===== src/sbtc_pkg.sv =====
`default_nettype none
package sbtc_pkg;
   // Register indices on the plain register port
   localparam logic [2:0] ADDR_CONTROL = 3'h0;
   localparam logic [2:0] ADDR_COUNT_LOW = 3'h1;
   localparam logic [2:0] ADDR_COUNT_HIGH = 3'h2;
   localparam logic [2:0] ADDR_FLAG = 3'h3;
   localparam logic [2:0] ADDR_ENABLE = 3'h4;
   localparam logic [2:0] ADDR_COMPARE_LOW = 3'h5;
   localparam logic [2:0] ADDR_COMPARE_HIGH = 3'h6;
   localparam logic [2:0] ADDR_PORT_C = 3'h7;
   // Control register fields
   localparam int BIT_WIDE = 7;
   localparam int BIT_PRESCALE_HI = 5;
   localparam int BIT_PRESCALE_LO = 4;
   localparam int BIT_OSC_EN = 3;
   localparam int BIT_SYNC_N = 2;
   localparam int BIT_SOURCE = 1;
   localparam int BIT_RUN = 0;
   localparam logic [7:0] CONTROL_MASK = 8'hBF;
   localparam logic [7:0] CONTROL_RESET = 8'h00;
   // Compare mode code for the special event trigger
   localparam logic [3:0] MODE_SPECIAL_TRIGGER = 4'hB;
   // Instruction cycle is four oscillator clocks
   localparam int INSTR_DIV = 4;
   // Timer oscillator ceiling in kHz and system clock in kHz
   localparam int OSC_MAX_KHZ = 200;
   localparam int CLK_KHZ = 20000;
   localparam int OSC_MIN_PERIOD_CYC = CLK_KHZ / OSC_MAX_KHZ;
endpackage : sbtc_pkg
`default_nettype wire


===== src/sbtc_prescaler.sv =====
`default_nettype none
module sbtc_prescaler (
   // Clock and reset
   input wire logic clk,
   input wire logic reset,
   // Control
   input wire logic clear,
   input wire logic [1:0] ratio,
   input wire logic tick_in,
   // Result
   output logic tick_out
);
   logic [2:0] cnt_r;
   logic [2:0] limit;

   // Terminal count for 1:1, 1:2, 1:4, 1:8
   always_comb begin
      case (ratio)
         2'h0: limit = 3'h0;
         2'h1: limit = 3'h1;
         2'h2: limit = 3'h3;
         default: limit = 3'h7;
      endcase
   end

   // Divide counter, cleared on low byte writes
   always_ff @(posedge clk) begin
      if (reset || clear) begin
         cnt_r <= 3'h0;
      end else if (tick_in) begin
         cnt_r <= (cnt_r >= limit) ? 3'h0 : cnt_r + 3'h1;
      end
   end

   assign tick_out = tick_in && !clear && (cnt_r >= limit); // see [RULE_02]

   AST_PRESCALE_CLEAR: assert property (@(posedge clk) disable iff (reset) // see [RULE_19]
      clear |=> cnt_r == 3'h0) else $error("prescaler not cleared");
endmodule : sbtc_prescaler
`default_nettype wire


===== src/sbtc_timer.sv =====
// Behaviour
// [RULE_01] Wide bit selects atomic 16-bit access
// [RULE_02] Prescale field divides by 1,2,4,8
// [RULE_03] Oscillator enable powers timer oscillator
// [RULE_04] Sync select matters only for external
// [RULE_05] Source bit: external pin or Fosc/4
// [RULE_06] Run bit starts and stops counting
// [RULE_07] Count per instruction cycle or edge
// [RULE_08] Oscillator on forces pins input, reads zero
// [RULE_09] Count wraps, overflow sets flag
// [RULE_10] Interrupt only when enable set
// [RULE_11] Compare trigger mode 1011 clears count
// [RULE_12] Trigger reset never sets overflow flag
// [RULE_13] Software avoids triggers in async mode
// [RULE_14] Software write beats unit one trigger
// [RULE_15] Compare pair sets the period
// [RULE_16] Low read copies high into buffer
// [RULE_17] Low write loads high from buffer
// [RULE_18] Wide mode hides live high byte
// [RULE_19] Only low writes clear prescaler
// [RULE_20] Control bit six reads zero
// [RULE_21] Unit two trigger starts conversion
// [RULE_22] Oscillator runs in sleep, to 200 kHz
// [RULE_23] Narrow mode high address is live
// [RULE_24] Synced edges pass two flip-flops
//
// Chosen here: strobed register access and the register addresses.
`default_nettype none
module sbtc_timer (
   // Clock and reset
   input wire logic clk,
   input wire logic reset,
   // Register port
   input wire logic [2:0] reg_addr,
   input wire logic [7:0] reg_wdata,
   input wire logic reg_write,
   input wire logic reg_read,
   output logic [7:0] reg_rdata,
   // Pins
   input wire logic osc_input_pin,
   input wire logic external_count_pin,
   input wire logic [1:0] port_c_direction,
   input wire logic [1:0] port_c_pin_level,
   output logic [1:0] port_c_pin_input_only,
   output logic osc_amp_enable,
   // Compare units
   input wire logic [3:0] compare_mode_field_one,
   input wire logic [3:0] compare_mode_field_two,
   input wire logic adc_enabled,
   output logic adc_start,
   // Interrupt request
   output logic overflow_irq
);
   logic [7:0] control_r;
   logic [15:0] count_r;
   logic [7:0] high_buffer_r;
   logic overflow_flag_r;
   logic overflow_irq_enable_r;
   logic [15:0] compare_value_pair_r;
   logic sync1_r, sync2_r, sync_prev_r, raw_prev_r;
   logic instr_tick;
   logic [1:0] div_r;
   logic ext_raw, ext_edge, count_tick, pre_tick;
   logic wide, low_write, low_read, high_write;
   logic match, trig_one, trig_two, adc_start_r;
   logic [7:0] rdata_r;

   assign wide = control_r[sbtc_pkg::BIT_WIDE];
   assign low_write = reg_write && reg_addr == sbtc_pkg::ADDR_COUNT_LOW;
   assign low_read = reg_read && reg_addr == sbtc_pkg::ADDR_COUNT_LOW;
   assign high_write = reg_write && reg_addr == sbtc_pkg::ADDR_COUNT_HIGH;

   // Control register
   always_ff @(posedge clk) begin
      if (reset) begin
         control_r <= sbtc_pkg::CONTROL_RESET;
      end else if (reg_write && reg_addr == sbtc_pkg::ADDR_CONTROL) begin
         control_r <= reg_wdata & sbtc_pkg::CONTROL_MASK; // see [RULE_20]
      end
   end

   // Oscillator amplifier and pin direction override
   assign osc_amp_enable = control_r[sbtc_pkg::BIT_OSC_EN]; // see [RULE_03] see [RULE_22]
   assign port_c_pin_input_only = {2{control_r[sbtc_pkg::BIT_OSC_EN]}}; // see [RULE_08]

   // Instruction clock divider
   always_ff @(posedge clk) begin
      if (reset) begin
         div_r <= 2'h0;
      end else begin
         div_r <= div_r + 2'h1;
      end
   end
   assign instr_tick = div_r == 2'(sbtc_pkg::INSTR_DIV - 1);

   // External source: oscillator input when enabled, else count pin
   assign ext_raw = control_r[sbtc_pkg::BIT_OSC_EN] ? osc_input_pin : external_count_pin;

   // Two-stage synchroniser and edge history
   always_ff @(posedge clk) begin
      if (reset) begin
         sync1_r <= 1'b0;
         sync2_r <= 1'b0;
         sync_prev_r <= 1'b0;
         raw_prev_r <= 1'b0;
      end else begin
         sync1_r <= ext_raw; // see [RULE_24]
         sync2_r <= sync1_r;
         sync_prev_r <= sync2_r;
         raw_prev_r <= ext_raw;
      end
   end

   // Rising edge, synchronised or taken straight from the pin
   always_comb begin
      if (control_r[sbtc_pkg::BIT_SYNC_N]) begin
         ext_edge = ext_raw && !raw_prev_r; // see [RULE_04]
      end else begin
         ext_edge = sync2_r && !sync_prev_r; // see [RULE_24]
      end
   end

   // Source select and run gate
   assign count_tick = control_r[sbtc_pkg::BIT_RUN] &&
      (control_r[sbtc_pkg::BIT_SOURCE] ? ext_edge : instr_tick); // see [RULE_05] see [RULE_06] see [RULE_07]

   // Prescaler
   sbtc_prescaler u_prescaler (
      .clk(clk),
      .reset(reset),
      .clear(low_write), // see [RULE_19]
      .ratio(control_r[sbtc_pkg::BIT_PRESCALE_HI:sbtc_pkg::BIT_PRESCALE_LO]),
      .tick_in(count_tick),
      .tick_out(pre_tick)
   );

   // Compare value pair, written by software
   always_ff @(posedge clk) begin
      if (reset) begin
         compare_value_pair_r <= 16'hFFFF;
      end else if (reg_write && reg_addr == sbtc_pkg::ADDR_COMPARE_LOW) begin
         compare_value_pair_r[7:0] <= reg_wdata;
      end else if (reg_write && reg_addr == sbtc_pkg::ADDR_COMPARE_HIGH) begin
         compare_value_pair_r[15:8] <= reg_wdata;
      end
   end

   // Special event triggers on compare match
   assign match = count_r == compare_value_pair_r; // see [RULE_15]
   assign trig_one = match && compare_mode_field_one == sbtc_pkg::MODE_SPECIAL_TRIGGER; // see [RULE_11]
   assign trig_two = match && compare_mode_field_two == sbtc_pkg::MODE_SPECIAL_TRIGGER;

   // Conversion start from unit two
   always_ff @(posedge clk) begin
      if (reset) begin
         adc_start_r <= 1'b0;
      end else begin
         adc_start_r <= trig_two && adc_enabled; // see [RULE_21]
      end
   end
   assign adc_start = adc_start_r;

   // Count register: write beats trigger, trigger beats increment
   always_ff @(posedge clk) begin
      if (reset) begin
         count_r <= 16'h0000;
      end else if (low_write) begin
         count_r[7:0] <= reg_wdata;
         if (wide) begin
            count_r[15:8] <= high_buffer_r; // see [RULE_17] see [RULE_14]
         end
      end else if (high_write && !wide) begin
         count_r[15:8] <= reg_wdata; // see [RULE_23]
      end else if (trig_one || trig_two) begin
         count_r <= 16'h0000; // see [RULE_11]
      end else if (pre_tick) begin
         count_r <= count_r + 16'h0001; // see [RULE_09]
      end
   end

   // High byte buffer used in wide mode
   always_ff @(posedge clk) begin
      if (reset) begin
         high_buffer_r <= 8'h00;
      end else if (wide && high_write) begin
         high_buffer_r <= reg_wdata; // see [RULE_18]
      end else if (wide && low_read) begin
         high_buffer_r <= count_r[15:8]; // see [RULE_16] see [RULE_01]
      end
   end

   // Overflow flag: set wins over software clear
   always_ff @(posedge clk) begin
      if (reset) begin
         overflow_flag_r <= 1'b0;
      end else if (pre_tick && count_r == 16'hFFFF && !low_write && !trig_one && !trig_two &&
                   !(high_write && !wide)) begin
         overflow_flag_r <= 1'b1; // see [RULE_09] see [RULE_12]
      end else if (reg_write && reg_addr == sbtc_pkg::ADDR_FLAG) begin
         overflow_flag_r <= reg_wdata[0];
      end
   end

   // Interrupt enable
   always_ff @(posedge clk) begin
      if (reset) begin
         overflow_irq_enable_r <= 1'b0;
      end else if (reg_write && reg_addr == sbtc_pkg::ADDR_ENABLE) begin
         overflow_irq_enable_r <= reg_wdata[0];
      end
   end
   assign overflow_irq = overflow_flag_r && overflow_irq_enable_r; // see [RULE_10]

   // Read data, one cycle after the strobe
   always_ff @(posedge clk) begin
      if (reset) begin
         rdata_r <= 8'h00;
      end else if (reg_read) begin
         case (reg_addr)
            sbtc_pkg::ADDR_CONTROL: rdata_r <= control_r;
            sbtc_pkg::ADDR_COUNT_LOW: rdata_r <= count_r[7:0];
            sbtc_pkg::ADDR_COUNT_HIGH: rdata_r <= wide ? high_buffer_r : count_r[15:8]; // see [RULE_18]
            sbtc_pkg::ADDR_FLAG: rdata_r <= {7'h00, overflow_flag_r};
            sbtc_pkg::ADDR_ENABLE: rdata_r <= {7'h00, overflow_irq_enable_r};
            sbtc_pkg::ADDR_COMPARE_LOW: rdata_r <= compare_value_pair_r[7:0];
            sbtc_pkg::ADDR_COMPARE_HIGH: rdata_r <= compare_value_pair_r[15:8];
            sbtc_pkg::ADDR_PORT_C: rdata_r <= {6'h00,
               port_c_pin_level & ~{2{control_r[sbtc_pkg::BIT_OSC_EN]}}}; // see [RULE_08]
            default: rdata_r <= 8'h00;
         endcase
      end else begin
         rdata_r <= 8'h00;
      end
   end
   assign reg_rdata = rdata_r;

   // Checks on the count path

   // Wrap to zero raises the flag
   AST_WRAP_FLAG: assert property (@(posedge clk) disable iff (reset) // see [RULE_09]
      (pre_tick && count_r == 16'hFFFF && !reg_write && !match) |=>
      (count_r == 16'h0000 && overflow_flag_r))
      else $error("wrap missing");

   // Trigger clear leaves the flag low
   AST_TRIG_NO_FLAG: assert property (@(posedge clk) disable iff (reset) // see [RULE_12]
      (trig_one && !reg_write && !overflow_flag_r) |=>
      (count_r == 16'h0000 && !overflow_flag_r))
      else $error("trigger set flag");

   // Low byte write beats a unit one trigger
   AST_WRITE_WINS: assert property (@(posedge clk) disable iff (reset) // see [RULE_14]
      (low_write && trig_one) |=> count_r[7:0] == $past(reg_wdata))
      else $error("trigger beat write");

   // Stopped counter holds its value
   AST_STOPPED: assert property (@(posedge clk) disable iff (reset) // see [RULE_06]
      (!control_r[0] && !reg_write && !match) |=> $stable(count_r))
      else $error("count moved while stopped");

   // Run bit gates every count tick
   AST_RUN_GATE: assert property (@(posedge clk) disable iff (reset) // see [RULE_06]
      !control_r[sbtc_pkg::BIT_RUN] |-> !count_tick)
      else $error("tick while stopped");

   // Internal source ignores the sync bit
   AST_SYNC_IGNORED: assert property (@(posedge clk) disable iff (reset) // see [RULE_04]
      !control_r[sbtc_pkg::BIT_SOURCE] |->
      (count_tick == (control_r[sbtc_pkg::BIT_RUN] && instr_tick)))
      else $error("internal tick wrong");

   // External source counts external edges only
   AST_EXT_SOURCE: assert property (@(posedge clk) disable iff (reset) // see [RULE_05]
      (control_r[sbtc_pkg::BIT_SOURCE] && control_r[sbtc_pkg::BIT_RUN]) |->
      (count_tick == ext_edge))
      else $error("external tick wrong");

   // Internal ticks come once per four clocks
   AST_INTERNAL_RATE: assert property (@(posedge clk) disable iff (reset) // see [RULE_07]
      (count_tick && !control_r[1]) |=> !count_tick [*3])
      else $error("internal tick too fast");

   // Synchronised edge is two clocks behind the pin
   AST_SYNC_DELAY: assert property (@(posedge clk) disable iff (reset) // see [RULE_24]
      (control_r[sbtc_pkg::BIT_SOURCE] && !control_r[sbtc_pkg::BIT_SYNC_N] && ext_edge) |->
      $past(ext_raw, 2))
      else $error("sync edge early");

   // Prescale 1:1 passes every tick
   AST_PRESCALE_BYPASS: assert property (@(posedge clk) disable iff (reset) // see [RULE_02]
      (control_r[sbtc_pkg::BIT_PRESCALE_HI:sbtc_pkg::BIT_PRESCALE_LO] == 2'h0 && !low_write) |->
      (pre_tick == count_tick))
      else $error("prescale bypass wrong");

   // Flag rises only on a wrap or a software write
   AST_FLAG_SOURCE: assert property (@(posedge clk) disable iff (reset) // see [RULE_09]
      $rose(overflow_flag_r) |-> ($past(count_r) == 16'hFFFF || $past(reg_write)))
      else $error("flag without wrap");

   // Request needs flag and enable
   AST_IRQ_GATE: assert property (@(posedge clk) disable iff (reset) // see [RULE_10]
      overflow_irq |-> (overflow_irq_enable_r && overflow_flag_r))
      else $error("irq without enable");

   // Checks on triggers and pins

   // Unit two trigger clears the count
   AST_TRIG_CLEAR: assert property (@(posedge clk) disable iff (reset) // see [RULE_11]
      (trig_two && !reg_write) |=> count_r == 16'h0000)
      else $error("trigger did not clear");

   // Unit two trigger starts a conversion when enabled
   AST_ADC_START: assert property (@(posedge clk) disable iff (reset) // see [RULE_21]
      (trig_two && adc_enabled) |=> adc_start)
      else $error("conversion not started");

   // Conversion start only after a unit two trigger
   AST_ADC_ONLY_TRIG: assert property (@(posedge clk) disable iff (reset) // see [RULE_21]
      adc_start |-> $past(trig_two))
      else $error("stray conversion start");

   // Oscillator on forces both pins to input
   AST_PIN_INPUT: assert property (@(posedge clk) disable iff (reset) // see [RULE_03]
      osc_amp_enable |-> port_c_pin_input_only == 2'b11)
      else $error("pins not forced input");

   // Port reads give zero while the oscillator runs
   AST_PORT_MASK: assert property (@(posedge clk) disable iff (reset) // see [RULE_08]
      ($past(reg_read) && $past(reg_addr) == sbtc_pkg::ADDR_PORT_C && $past(osc_amp_enable)) |->
      reg_rdata[1:0] == 2'b00)
      else $error("port pins not masked");

   // Checks on register access

   // Wide mode high write lands in the buffer
   AST_BUFFER_WRITE: assert property (@(posedge clk) disable iff (reset) // see [RULE_01]
      (wide && high_write) |=> high_buffer_r == $past(reg_wdata))
      else $error("buffer not written");

   // Low read copies the live high byte
   AST_BUFFER_COPY: assert property (@(posedge clk) disable iff (reset) // see [RULE_16]
      (wide && low_read && !high_write) |=> high_buffer_r == $past(count_r[15:8]))
      else $error("buffer not loaded");

   // Low write loads all sixteen bits at once
   AST_ATOMIC_LOAD: assert property (@(posedge clk) disable iff (reset) // see [RULE_17]
      (wide && low_write) |=> count_r == {$past(high_buffer_r), $past(reg_wdata)})
      else $error("atomic write failed");

   // Wide mode high reads come from the buffer
   AST_WIDE_HIGH_READ: assert property (@(posedge clk) disable iff (reset) // see [RULE_18]
      ($past(reg_read) && $past(reg_addr) == sbtc_pkg::ADDR_COUNT_HIGH && $past(wide)) |->
      reg_rdata == $past(high_buffer_r))
      else $error("live high byte visible");

   // Narrow mode high write reaches the count
   AST_NARROW_HIGH_WRITE: assert property (@(posedge clk) disable iff (reset) // see [RULE_23]
      (high_write && !wide) |=> count_r[15:8] == $past(reg_wdata))
      else $error("high byte not written");

   // Unimplemented control bit reads zero
   AST_BIT6_ZERO: assert property (@(posedge clk) disable iff (reset) // see [RULE_20]
      ($past(reg_read) && $past(reg_addr) == sbtc_pkg::ADDR_CONTROL) |-> !reg_rdata[6])
      else $error("bit six set");
endmodule : sbtc_timer
`default_nettype wire


===== config.mk =====
export PLATFORM = sky130hd
export DESIGN_NAME = sbtc_timer
export DESIGN_NICKNAME = d
export VERILOG_FILES = /design/src/sbtc_pkg.sv /design/src/sbtc_prescaler.sv /design/src/sbtc_timer.sv
export SDC_FILE = /design/constraint.sdc
export NUM_CORES = 1
export LEC_CHECK = 0
export BUFFER_PORTS_ARGS = -buffer_cell sky130_fd_sc_hd__buf_2
export CORE_MARGIN = 1.5
export CORE_UTILIZATION = 45
export CTS_BUF_LIST = sky130_fd_sc_hd__clkbuf_2 sky130_fd_sc_hd__clkbuf_4 sky130_fd_sc_hd__clkbuf_8
export CTS_CLUSTER_SIZE = 16
export DETAILED_ROUTE_END_ITERATION = 10
export MAX_ROUTING_LAYER = met4
export PLACE_DENSITY_LB_ADDON = 0.15
export SLEW_MARGIN = 20
export SYNTH_ARGS = -nofsm -noshare
export SYNTH_HDL_FRONTEND = slang
export SYNTH_SLANG_ARGS = --single-unit

===== constraint.sdc =====
create_clock -name clk -period 6.4 [get_ports clk]
set_clock_uncertainty 0.15 [all_clocks]
set_input_delay 0.32 -clock clk [delete_from_list [all_inputs] [get_ports clk]]
set_output_delay 0.32 -clock clk [all_outputs]
set_load 0.01 [all_outputs]

==> After elaboration in Yosys (flattened, before gate mapping) <==
Cells that the tools add are included.
{ "word_totals": {"out_inout_bits": 13, "regBits": 66, "wordCells": 97, "input_bits": 30} }
{ "op_classes": {"magnitude_cmp": 1, "add_sub_neg": 3, "reduce_logical": 43, "muxes": 16, "eq_ne": 15, "bitwise_logic": 4} }
{ "op_table": {"columns": ["cell", "count"], "rows": [
  ["8-bit case mux with 8 select lines", 1],
  ["16-bit two-way mux", 3],
  ["8-bit two-way mux", 5],
  ["1-bit logical AND", 25],
  ["16-bit by 1-bit adder with 16-bit output, second input constant", 1],
  ["16-bit == test", 1],
  ["16-bit == test, second input constant", 1],
  ["3-bit == test, second input constant", 4],
  ["3-bit case mux with 3 select lines", 1],
  ["4-bit == test, second input constant", 2],
  ["1-bit logical NOT", 7],
  ["3-bit by 2-bit == test with 1-bit output, second input constant", 2],
  ["1-bit two-way mux", 5],
  ["2-bit == test, second input constant", 2],
  ["2-bit AND reduction", 2],
  ["2-bit nonzero test", 2],
  ["4-bit nonzero test", 1],
  ["3-bit by 1-bit adder with 3-bit output, second input constant", 1],
  ["3-bit by 1-bit == test with 1-bit output, second input constant", 1],
  ["3-bit greater-or-equal comparator", 1],
  ["3-bit logical NOT", 1],
  ["3-bit two-way mux", 1],
  ["3-bit nonzero test", 1],
  ["2-bit by 1-bit adder with 2-bit output, second input constant", 1],
  ["other kinds (8)", 10]
]} }

==> Logic depth before layout (Yosys ltp) <==
Gate-level depths: netlist of the first run.
{ "logic_depth": {"ltp_word": 13, "ltp_mapped": 9, "mapped_depth_nobuf": 9} }

==> Hierarchy <==
A second synthesis of the first run with hierarchy kept.
{ "hier_totals": {"hier_cells": 503, "hier_area_um2": 4016.4} }
{ "modules_own_cells": {"columns": ["mod", "cells_each", "seq_area_each_um2", "area_each_um2", "n_inst"], "rows": [
  ["sbtc_timer", 474, 1261.2, 3758.6, 1],
  ["sbtc_prescaler", 29, 60.1, 257.7, 1]
]} }

==> Worst setup path before layout of the first run <==
OpenSTA, ideal clock, no wires.
{ "synth_path": {"path_kind": "register to register", "startpoint": "register control_r[4]", "endpoint": "register count_r[5]", "setup_time_ns": 0.136, "stages_incl_launch_ff": 9, "n_path_buf": 0, "arrival_time_ns": 2.003, "synth_period_minus_slack_ns": 2.289, "setup_slack_ns": 4.111, "required_ns": 6.114, "path_cell_list": "dfxtp_1 or2_2 ha_1 nor2b_1 o21ai_1 nand3_4 o211a_1 a222oi_1 o32ai_1"} }
{ "synth_between": {"elab_chain_cells": 6, "word_cells_on_any_way": 8, "cone_classes": "1 x order compare; 2 x eq/ne; 1 x mux; 4 x reduce/logical"} }
{ "synth_rtl": {"columns": ["element", "line_no", "rtl"], "rows": [
  ["from (decl)", "sbtc_timer.sv:54", "logic [7:0] control_r;"],
  ["from (signal assigned)", "sbtc_timer.sv:76", "control_r <= sbtc_pkg::CONTROL_RESET;"],
  ["from (signal assigned)", "sbtc_timer.sv:78", "control_r <= reg_wdata & sbtc_pkg::CONTROL_MASK;"],
  ["2-bit == test (tied with other cells)", "sbtc_prescaler.sv:18", "case (ratio)"],
  ["3-bit case mux with 3 select lines (*)", "sbtc_prescaler.sv:18", null],
  ["3-bit greater-or-equal comparator (*)", "sbtc_prescaler.sv:35", "assign tick_out = tick_in && !clear && (cnt_r >= limit);"],
  ["1-bit logical AND (*)", "sbtc_prescaler.sv:35", null],
  ["3-bit nonzero test (no line) (*)", null, null],
  ["2-bit AND reduction (no line) (*)", null, null],
  ["to (signal assigned)", "sbtc_timer.sv:168", "count_r[7:0] <= reg_wdata;"],
  ["to (signal assigned)", "sbtc_timer.sv:177", "count_r <= count_r + 16'h0001;"],
  ["to (decl)", "sbtc_timer.sv:55", "logic [15:0] count_r;"]
]} }
Mark *: on every way between the ends. The rest lies on a longest branch, timed or not.
A chain may end at the register's enable or synchronous reset.

==> Worst setup path in the final report of the first run <==
Ends and elaborated chain as after synthesis.

==> summary.md, run 1 <==
| Metric | Value |
|---|---|
| Outcome | finished clean |
| Max stage delay on crit path | 0.37 ns |
| Via density | about 6 |
| Nets | 522 |
| Worst IR Drop VDD | 0.0944 mV |
| Final ANT Viol Nets | 0 |
| Power, Total | about 0.92 mW |
| Layout area overhead | 10.9% |
| Router iterations before antenna repair | 4 |
| Synth Flop Type | dfxtp_1 |
| Critical path type | reg -> reg |
| Relative slew margins | 0.433 |
| Clock Pin Slew Worst Setup and Hold Paths | 0.07 ns |
| Cell variety after synth | 59 |
| Initial antenna violation count | 0 |
| GRT Overall Usage | 0.264 |
| Sinks on Clock Net | 66 |
| Syn_nets | 503 |
| Worst-Skew Late Latency | 0.35 ns |
| Actual slew at the worst max-slew pin | 0.844 ns |
| Total Neg Setup Slack | 0 ns |
| Initial core utilization | 0.465 |
| Synth Cell Area | between 3000 and 4000 um^2 |
| RSZ-0062 raised after global routing | no |
| Pin count of the biggest net entering global routing | 65 |
| Clock tree buffer depth | 2 |
| Critical Path RT | 6.45 ns |
| Core box area | approximately 8200 um^2 |
| Synthesized flop and latch total | 66 |
| Final core utilization | 0.515 |
| Final hold violation count | 0 |
| CP Cell Sequence | or2_2 -> ha_1 -> nor2b_1 -> o21ai_1 -> nand3_4 -> o211a_1 -> a222oi_1 -> o32ai_1 |
| Routability Congestion | 0.883 |
| Slowest cell on crit path | o21ai_1 |
| Layout cell share with drive strength beyond 1 | 0.169 |
| Final min period | 2.68 ns |
| N_diodes | 0 |
| H-tree levels | 3 |
| Die area | 9000 um^2 |
| CTS Buf Count | 9 |
| Number of hold buffers added after cts | 0 |
| # DRC | 0 |
| Die Y | between 90 and 100 um |
| Grt ovf | 0 |
| Cell area after layout | 4210 um^2 |
| IO Count | 43 |
| Resized Gates After CTS | 0 |
| Commonest non-fill, non-tap cell in the layout | nand2_1 |
| WL/cell | roughly 18 um |
| Setup Buffers After CTS | 0 |
| Achievable frequency | 374 MHz |
| Worst hold path type | in -> reg |
| Rows | 33 |
| CTS Root Cell | clkbuf_8 |
| Sw Share | 0.252 |
| Ys Warns | 0 |
| Seq. cell area | 1320 um^2 |
| Die Wd | 94.9 um |
| Most frequent cells in the layout | 72 x nand2_1, 66 x dfxtp_1, 40 x buf_2, 38 x a21oi_1, 37 x nor2_1 |
| Clock share of power | 0.436 |
| Buffers added on ports | 40 |
| FILL cells | 815 |
| CTS tree | yes |
| DP Wirelength | 7650 um |
| Reg power frac | 0.468 |
| DR iter-0 viols | 209 |
| Total number of vias | approximately 3.5k |
| Pwr dens | roughly 220 nW/um^2 |
| Int Power | 0.689 mW |
| Critical path arrival | 2.72 ns |
| Crit end category | register |
| Final period util | 0.418 |
| Global-route wire length before repair | 17500 um |
| Final Max Slew Viols | 0 |
| Mapped Cells | ~470 |
| Post-synthesis sequential area ratio | 0.348 |
| Syn Area/Cell | 8.13 um^2 |
| Final WL | around 11000 um |
| Lkg Pwr | about 1.6 nW |
| Asr flop ratio synth | 0 |
| Comb pwr share | 0.096 |
| Post-synth EDFFs | 0 |
| Maximum Capacitance Violations | 0 |
| Footprint of the multi-input gates | around 2300 um^2 |
| CP Max Fanout | 16 |
| Number of global-route vias before repair | 3363 |
| Placed Area | ~4000 um^2 |
| Final setup fails | 0 |
| NetSw | around 0.23 mW |
| Worst setup SP type | register |
==> worst paths after layout <==
path	from	end	slack (ns)	cells after the start
worst max-delay path	control_r[4]	count_r[5]	3.72	8
worst min-delay path	adc_enabled	adc_start	0.09	2
worst max register to register	control_r[4]	count_r[5]	3.72	8
worst min register to register	div_r[0]	div_r[0]	0.27	1
==> kinds of logic after synthesis <==
kind of cell | share of synthesized area
simple gates | 0.278
mux | 0.0728
xor+xnor | 0.0369
fa+ha+maj | 0.0198
buf+inv | 0.0497
flops | 0.348
compound gates | 0.195
==> cells in the mapped netlist, types with 11 or more instances <==
cell	count	share of area
xor2_1	16	0.037
a21oi_1	38	0.050
nand2b_1	12	0.020
nand2_1	72	0.071
nand3b_1	17	0.034
nor2_1	37	0.037
clkbuf_1	16	0.016
dfxtp_1	66	0.35
nand3_1	14	0.018
nor3_1	11	0.014
a22oi_1	13	0.026
mux2i_1	13	0.034
o21ai_0	11	0.014
==> final cells by class <==
class | instances | area share
flip-flops and latches | 66 | 0.314
multi-input cells | 360 | 0.544
clock inverters | 5 | 0.0184
inverters | 6 | 0.00534
repair buffers | 43 | 0.0529
clock buffers | 11 | 0.0344
well taps | 105 | 0.0312
==> state kept, by name, indices dropped and copies added (netlist names) <==
name,count
div_r,2
reg_rdata,8
sync_prev_r,1
count_r,16
overflow_irq_enable_r,1
adc_start,1
compare_value_pair_r,16
raw_prev_r,1
control_r,7
u_prescaler.cnt_r,3
overflow_flag_r,1
high_buffer_r,8
sync2_r,1
==> routing by layer <==
layer / routed length, um / vias to the layer above / track usage
li1: - / 1707 / -
met1: 5060 / 1671 / 0.355
met2: 4860 / 117 / 0.402
met3: 654 / 18 / 0.0419
met4: 226 / 0 / 0.0896
met5: 0 / - / -
==> power groups by stage <==
stage                     combinational (mW)  clock [mW]  sequential (mW)
after floorplan                       0.0596           0            0.437
after global placement                0.0869           0            0.440
after detailed placement              0.0879           0            0.440
after CTS                             0.0884       0.407            0.431
after global routing                  0.0974       0.421            0.433
final                                 0.0885       0.402            0.431
==> stage by stage <==
stage,hold WS (ns),setup slack [ns],cells
floorplan,0.249,4.11,467
global placement,0.261,3.78,580
detailed placement,0.264,3.73,580
CTS,0.0849,3.71,596
global route,0.0942,3.53,596
finish,0.0897,3.72,596
==> critical path, delay by kind of cell, from the launching register on <==
family / cells / cell delay, ns
AND/OR/NAND/NOR: 3 / 0.64
flip-flops: 1 / 0.36
AO/OA/AOI/OAI: 4 / 1.10
adder cells (fa/ha/maj): 1 / 0.27
No activity file was read; power rests on OpenSTA's default activity.
==> run 2: changes to the inputs <==
--- a/config.mk
+++ b/config.mk
@@ -5,6 +5,7 @@
 export SDC_FILE = /design/constraint.sdc
 export NUM_CORES = 1
 export LEC_CHECK = 0
+export ABC_AREA = 1
 export BUFFER_PORTS_ARGS = -buffer_cell sky130_fd_sc_hd__buf_2
 export CORE_MARGIN = 1.5
 export CORE_UTILIZATION = 45
==> constraint.sdc (replaced) <==
create_clock -name clk -period 2.3 [get_ports clk]
set_clock_uncertainty 0.15 [all_clocks]
set_input_delay 0.115 -clock clk [delete_from_list [all_inputs] [get_ports clk]]
set_output_delay 0.115 -clock clk [all_outputs]
set_load 0.01 [all_outputs]
==> summary.md, run 2 <==
| Metric | Value |
|---|---|
| Outcome | finished clean |
| Multiplexer share of the synthesized area | 0 |
| Lkg Pwr | 2.11 nW |
| Min Hold Slack | 0.0189 ns |
| Syn_nets | 619 |
| Total number of vias | 4013 |
| Main combinational cell family by area after synthesis | simple AND/OR/NAND/NOR gates |
| Reg2reg start | control_r[7] |
| Critical Path RT | 2.39 ns |
| Final setup fails | 0 |
| Initial core utilization | 0.465 |
| Clock Pin Slew Worst Setup and Hold Paths | 0.08 ns |
| GRT Overall Usage | 0.275 |
| Int Power | between 1.5 and 2 mW |
| N_diodes | 0 |
| Layout cell share with drive strength beyond 1 | 0.166 |
| Synth Area in Adders | 0.0196 |
| CTS Root Cell | clkbuf_8 |
| Final min period | 2.12 ns |
| Worst IR Drop VDD | 0.276 mV |
| Core box area | 8260 um^2 |
| Die area | 9090 um^2 |
| Router iterations before antenna repair | 4 |
| DR iter-0 viols | 196 |
| Sw Share | 0.304 |
| Total Neg Setup Slack | 0 ns |
| Buffers added on ports | 40 |
| Most common cell in the synthesized netlist | nand2_1 |
| Yosys top cell area share | 0.344 |
| Achievable frequency | 471 MHz |
| Critical path arrival | 2.21 ns |
| Post-synthesis sequential area ratio | 0.344 |
| Final ANT Viol Nets | 0 |
| Routability Congestion | around 0.95 |
| Simple-gate share of the synthesized area | 0.312 |
| DP Wirelength | approximately 8500 um |
| Complex-gate fraction of the synthesized area | 0.197 |
| Clock tree buffer depth | 2 |
| IO Count | 43 |
| Post-synth EDFFs | 0 |
| Actual slew at the worst max-slew pin | around 0.70 ns |
| Synth Flop Type | dfxtp_1 |
| Final WL | approximately 12000 um |
| Xor and xnor area share after synthesis | 0.0251 |
| Pwr dens | 547 nW/um^2 |
| # DRC | 0 |
| NetSw | about 0.74 mW |
| Pin count of the biggest net entering global routing | 30 |
| Crit path launch | control_r[7] |
| Relative slew margins | 0.534 |
| Comb pwr share | 0.148 |
| Worst Min Path Start | reg_addr[2] |
| Reg power frac | 0.503 |
| Asr flop ratio synth | 0 |
| Commonest non-fill, non-tap cell in the layout | nand2_1 |
| Critical path type | reg -> reg |
| Power, Total | 2.44 mW |
| Grt ovf | 0 |
| CTS Buf Count | 9 |
| Nets | 676 |
| WL/cell | about 16 um |
| Synth Cell Area | 3840 um^2 |
| CP Max Fanout | 8 |
| Synthesized flop and latch total | 66 |
| Syn Area/Cell | 6.58 um^2 |
| Worst-Skew Late Latency | ~0.35 ns |
| Most frequent cells in the layout | 141 x nand2_1, 74 x nor2_1, 66 x dfxtp_1, 53 x a21oi_1, 50 x inv_1 |
| Global-route wire length before repair | about 18000 um |
| Sinks on Clock Net | 66 |
| Cell variety after synth | 42 |
| Most frequent cells after synthesis | 141 x nand2_1, 75 x nor2_1, 66 x dfxtp_1 |
| Maximum Capacitance Violations | 0 |
| Rows | 33 |
| H-tree levels | 3 |
| Final period util | 0.923 |
| Worst setup SP type | register |
| Via density | 5.36 |
| RSZ-0062 raised after global routing | no |
| CTS tree | yes |
| Die Wd | roughly 95 um |
| Final hold violation count | 0 |
| Crit end category | register |
| Mapped Cells | 583 |
| Worst hold path type | in -> reg |
| Layout area overhead | 16.0% |
| Final Max Slew Viols | 0 |
| Ranking of synthesized cells by area | dfxtp_1 34%, nand2_1 14%, nor2_1 7.3%, a21oi_1 6.9%, o21ai_0 5.7% |
| Largest area contributor in the netlist | dfxtp_1 |
| Ys Warns | 0 |
| Number of global-route vias before repair | about 3.5k |
| Die Y | 95.4 um |
| Initial antenna violation count | 0 |
| Clock share of power | 0.349 |
| Top flop regs | compare_value_pair_r x16, count_r x16 |
-- run 2: changes by cell type after synthesis, moves of 9 or more --
| cell | previous run | this run |
|---|---|---|
| o22ai_1 | 0 | 14 |
| mux2_2 | 9 | 0 |
| o21ai_0 | 11 | 44 |
| inv_2 | 0 | 21 |
| mux2i_1 | 13 | 0 |
| a21oi_1 | 38 | 53 |
| nor2_1 | 37 | 75 |
| nand2b_1 | 12 | 0 |
| a22oi_1 | 13 | 3 |
| inv_1 | 6 | 50 |
| nand3b_1 | 17 | 1 |
| nand2_1 | 72 | 141 |
-- run 2: power by group through the flow --
| stage | registers [mW] | clock network (mW) | logic [mW] |
|---|---|---|---|
| final | 1.22 | 0.850 | 0.361 |
| after global placement | 1.25 | 0 | 0.330 |
| after CTS | 1.22 | 0.865 | 0.354 |
| after floorplan | 1.24 | 0 | 0.227 |
| after detailed placement | 1.25 | 0 | 0.334 |
| after global routing | 1.23 | 0.904 | 0.403 |
-- run 2: final cells by class --
class,instances,area (um^2)
fill,877,3810
inverter,75,289
timing repair buffer,62,418
clock inverter,6,35.0
clock buffer,9,124
sequential,66,1320
tap,105,131
multi-input combinational,426,2130
-- run 2: metrics by stage --
stage | area, um^2 | worst slack (ns) | std cells | util
after floorplan | 3840 | 0.426 | 583 | -
after global placement | 4110 | 0.213 | 717 | 0.497
after detailed placement | 4110 | 0.185 | 717 | 0.497
after CTS | 4420 | 0.183 | 748 | 0.536
after global routing | 4450 | 0.0392 | 749 | 0.539
final | 4450 | 0.177 | 749 | 0.539
-- run 2: cell families (layout without fill, tap and decap cells) --
kind of cell	after synthesis	count (layout)
buf+inv	91	152
xor+xnor	11	11
flops	66	66
fa+ha+maj	6	6
simple gates	274	274
compound gates	135	135
-- run 2: worst paths after layout --
path	end	slack, ns	depth (start not counted)
worst min register to register	div_r[0]	0.28	1
worst max register to register	high_buffer_r[2]	0.18	7
worst max-delay path	high_buffer_r[2]	0.18	7
worst min-delay path	overflow_irq_enable_r	0.02	4
-- run 2: layer usage --
layer  track usage  part of all wire
met5             -                 0
met4        0.0796             0.013
met3        0.0399             0.060
met2         0.450              0.48
met1         0.352              0.45
-- run 2: critical path: stages, from the launching register on --
cell	delay, ns
dfxtp_1	0.33
buf_4	0.16
nand3_1	0.34
nand2_1	0.20
inv_2	0.11
nand2_1	0.07
a31oi_1	0.07
dlygate4sd3_1	0.57
-- run 2: what timing repair did --
item,4_1_cts,5_1_grt
hold buffers,16,0
gates resized for setup,0,1
buffers inserted,0,1
endpoints found under the hold margin,22,0
setup endpoints to repair,0,2
==> run 3: changes to the inputs <==
--- a/config.mk
+++ b/config.mk
@@ -17,4 +17,5 @@
 export SLEW_MARGIN = 20
 export SYNTH_ARGS = -nofsm -noshare
 export SYNTH_HDL_FRONTEND = slang
+export SYNTH_HIERARCHICAL = 1
 export SYNTH_SLANG_ARGS = --single-unit
==> summary.md, run 3 <==
| Metric | Value |
|---|---|
| # DRC | 0 |
| CP Max Fanout | 8 |
| Grt ovf | 0 |
| CTS tree | yes |
| DR iter-0 viols | 376 |
| Final WL | approximately 14000 um |
| Final ANT Viol Nets | 0 |
| Die area | 9510 um^2 |
| Final Max Slew Viols | 0 |
| Min Hold Slack | about 0.014 ns |
| Top flop regs | compare_value_pair_r x16, count_r x16 |
| Outcome | finished clean |
| Worst hold path type | in -> reg |
| Pwr dens | 527 nW/um^2 |
| Synth Cell Area | 4020 um^2 |
| Final period util | 0.969 |
| GRT Overall Usage | 0.298 |
| Pin count of the biggest net entering global routing | 23 |
| Layout area overhead | 25.6% |
| Synth Flop Type | dfxtp_1 |
| Router iterations before antenna repair | 5 |
| Comb pwr share | 0.153 |
| Ys Warns | 6 |
| Most common cell in the synthesized netlist | nand2_1 |
| Reg power frac | 0.455 |
| Maximum Capacitance Violations | 0 |
| Actual slew at the worst max-slew pin | 0.733 ns |
| Asr flop ratio synth | 0 |
| Post-Layout Cell Count | between 800 and 900 |
| Worst setup SP type | register |
| Routability Congestion | ~0.97 |
| Global-route wire length before repair | around 21000 um |
| Most frequent cells after synthesis | 176 x nand2_1, 66 x dfxtp_1, 62 x inv_1 |
| Critical path arrival | ~2.4 ns |
| Ranking of synthesized cells by area | dfxtp_1 33%, nand2_1 16%, a21oi_1 6.0%, inv_1 5.8%, nor2_1 5.3% |
| Clock Pin Slew Worst Setup and Hold Paths | 0.09 ns |
| Yosys top cell area share | 0.329 |
| Rows | 34 |
| Final core utilization | 0.582 |
| Final min period | 2.23 ns |
| Clock tree buffer depth | 2 |
| Lkg Pwr | 2.42 nW |
| Via density | 5.44 |
| Final hold violation count | 0 |
| Syn Area/Cell | between 6 and 7 um^2 |
| Relative slew margins | 0.511 |
| Worst slack, placed | 0.0313 ns |
| Core box area | 8680 um^2 |
| Clock share of power | 0.393 |
| CTS Root Cell | clkbuf_8 |
| Die Wd | 97.5 um |
| Commonest non-fill, non-tap cell in the layout | nand2_1 |
| Worst-Skew Late Latency | 0.37 ns |
| Sinks on Clock Net | 66 |
| IO Count | 43 |
| Synthesized flop and latch total | between 60 and 70 |
| DP Wirelength | 10000 um |
| NetSw | 0.817 mW |
| Sw Share | 0.307 |
| Cells after DPL | 780 |
| Final setup fails | 0 |
| Critical path type | reg -> reg |
| Number of global-route vias before repair | 4003 |
| Critical Path RT | about 2.4 ns |
| WL/cell | 16.9 um |
| Initial antenna violation count | 0 |
| Post-synthesis sequential area ratio | 0.329 |
| RSZ-0062 raised after global routing | yes |
| N_diodes | 0 |
| Nets | 741 |
| Crit end category | register |
| Most frequent cells in the layout | 172 x nand2_1, 62 x dfxtp_1, 60 x inv_1, 55 x nor2_1, 47 x a21oi_1 |
| Int Power | 1.85 mW |
| Buffers added on ports | 40 |
| Power, Total | 2.66 mW |
| Achievable frequency | 449 MHz |
| Mapped Cells | 614 |
| Total number of vias | 4450 |
| Die Y | 97.5 um |
| Post-synth EDFFs | 0 |
| H-tree levels | 3 |
| Final setup margin | 0.0712 ns |
| Initial core utilization | 0.463 |
| Cell variety after synth | 45 |
| Largest area contributor in the netlist | dfxtp_1 |
| Syn_nets | 650 |
| Layout cell share with drive strength beyond 1 | 0.239 |
| Worst IR Drop VDD | 0.275 mV |
| CTS Buf Count | 9 |
run 3: changes by cell type in the layout (fill, tap and decap cells not counted), moves of 7 or more:
cell	before	now
buf_4	5	46
nand2_1	141	172
nor2_1	74	55
nand3_1	22	34
inv_1	50	60
a21oi_2	0	8
o21ai_0	44	36
nor3_1	10	3
run 3: layout make-up:
cell class	count	area, um^2
fill	891	3630
multi-input combinational	445	2330
sequential	66	1330
timing repair buffer	104	751
inverter	79	307
tap	108	135
clock buffer	9	124
clock inverter	7	77.6
run 3: path summary, 6_finish.rpt:
kind | slack, ns | depth (start not counted) | from | to
max | 0.07 | 12 | control_r[3] | count_r[11]
min | 0.01 | 4 | reg_addr[1] | overflow_irq_enable_r
max reg2reg | 0.07 | 12 | control_r[3] | count_r[11]
min reg2reg | 0.28 | 1 | div_r[0] | div_r[0]
run 3: timing repair:
item                                    4_1_cts  5_1_grt
pin swaps                                     1       13
hold buffers                                 12        0
setup buffers                                 0       12
gates resized for setup                       1       28
endpoints found under the setup margin       10       17
endpoints found under the hold margin        21        0
run 3: metal layers:
metal | share of wire | track usage | vias up
li1 | - | - | 2174
met1 | 0.46 | 0.404 | 2058
met2 | 0.45 | 0.444 | 188
met3 | 0.068 | 0.0504 | 30
met4 | 0.029 | 0.113 | 0
met5 | 0 | - | -
run 3: logic make-up after synthesis:
group,Yosys count,share of synthesized area
flip-flops,66,0.329
AO/OA/AOI/OAI,120,0.171
buffers and inverters,103,0.111
adder cells (fa/ha/maj),6,0.0187
XOR/XNOR,17,0.0370
AND/OR/NAND/NOR,301,0.331
multiplexers,1,0.00249
run 3: metrics by stage:
stage	setup TNS, ns	area, um^2
global route	-0.267	5050
floorplan	0	4020
finish	0	5050
global placement	0	4530
detailed placement	0	4530
CTS	0	4860
run 3: power by group through the flow:
stage               Combinational [mW]  Clock [mW]  Sequential [mW]
floorplan                        0.218           0             1.23
global placement                 0.357           0             1.23
detailed placement               0.361           0             1.24
CTS                              0.377        1.06             1.21
global route                     0.446        1.10             1.21
finish                           0.406        1.05             1.21
run 3: worst max-delay path, stage by stage, from the launching register on:
cell and delay (ns):
dfxtp_2 0.35, inv_2 0.04, or2_4 0.21, o21a_1 0.12
a311oi_2 0.30, nor2_2 0.10, nand2_2 0.10, nor2_4 0.07
nor2_8 0.15, buf_12 0.13, nand3_4 0.14, buf_4 0.19
a21oi_2 0.12
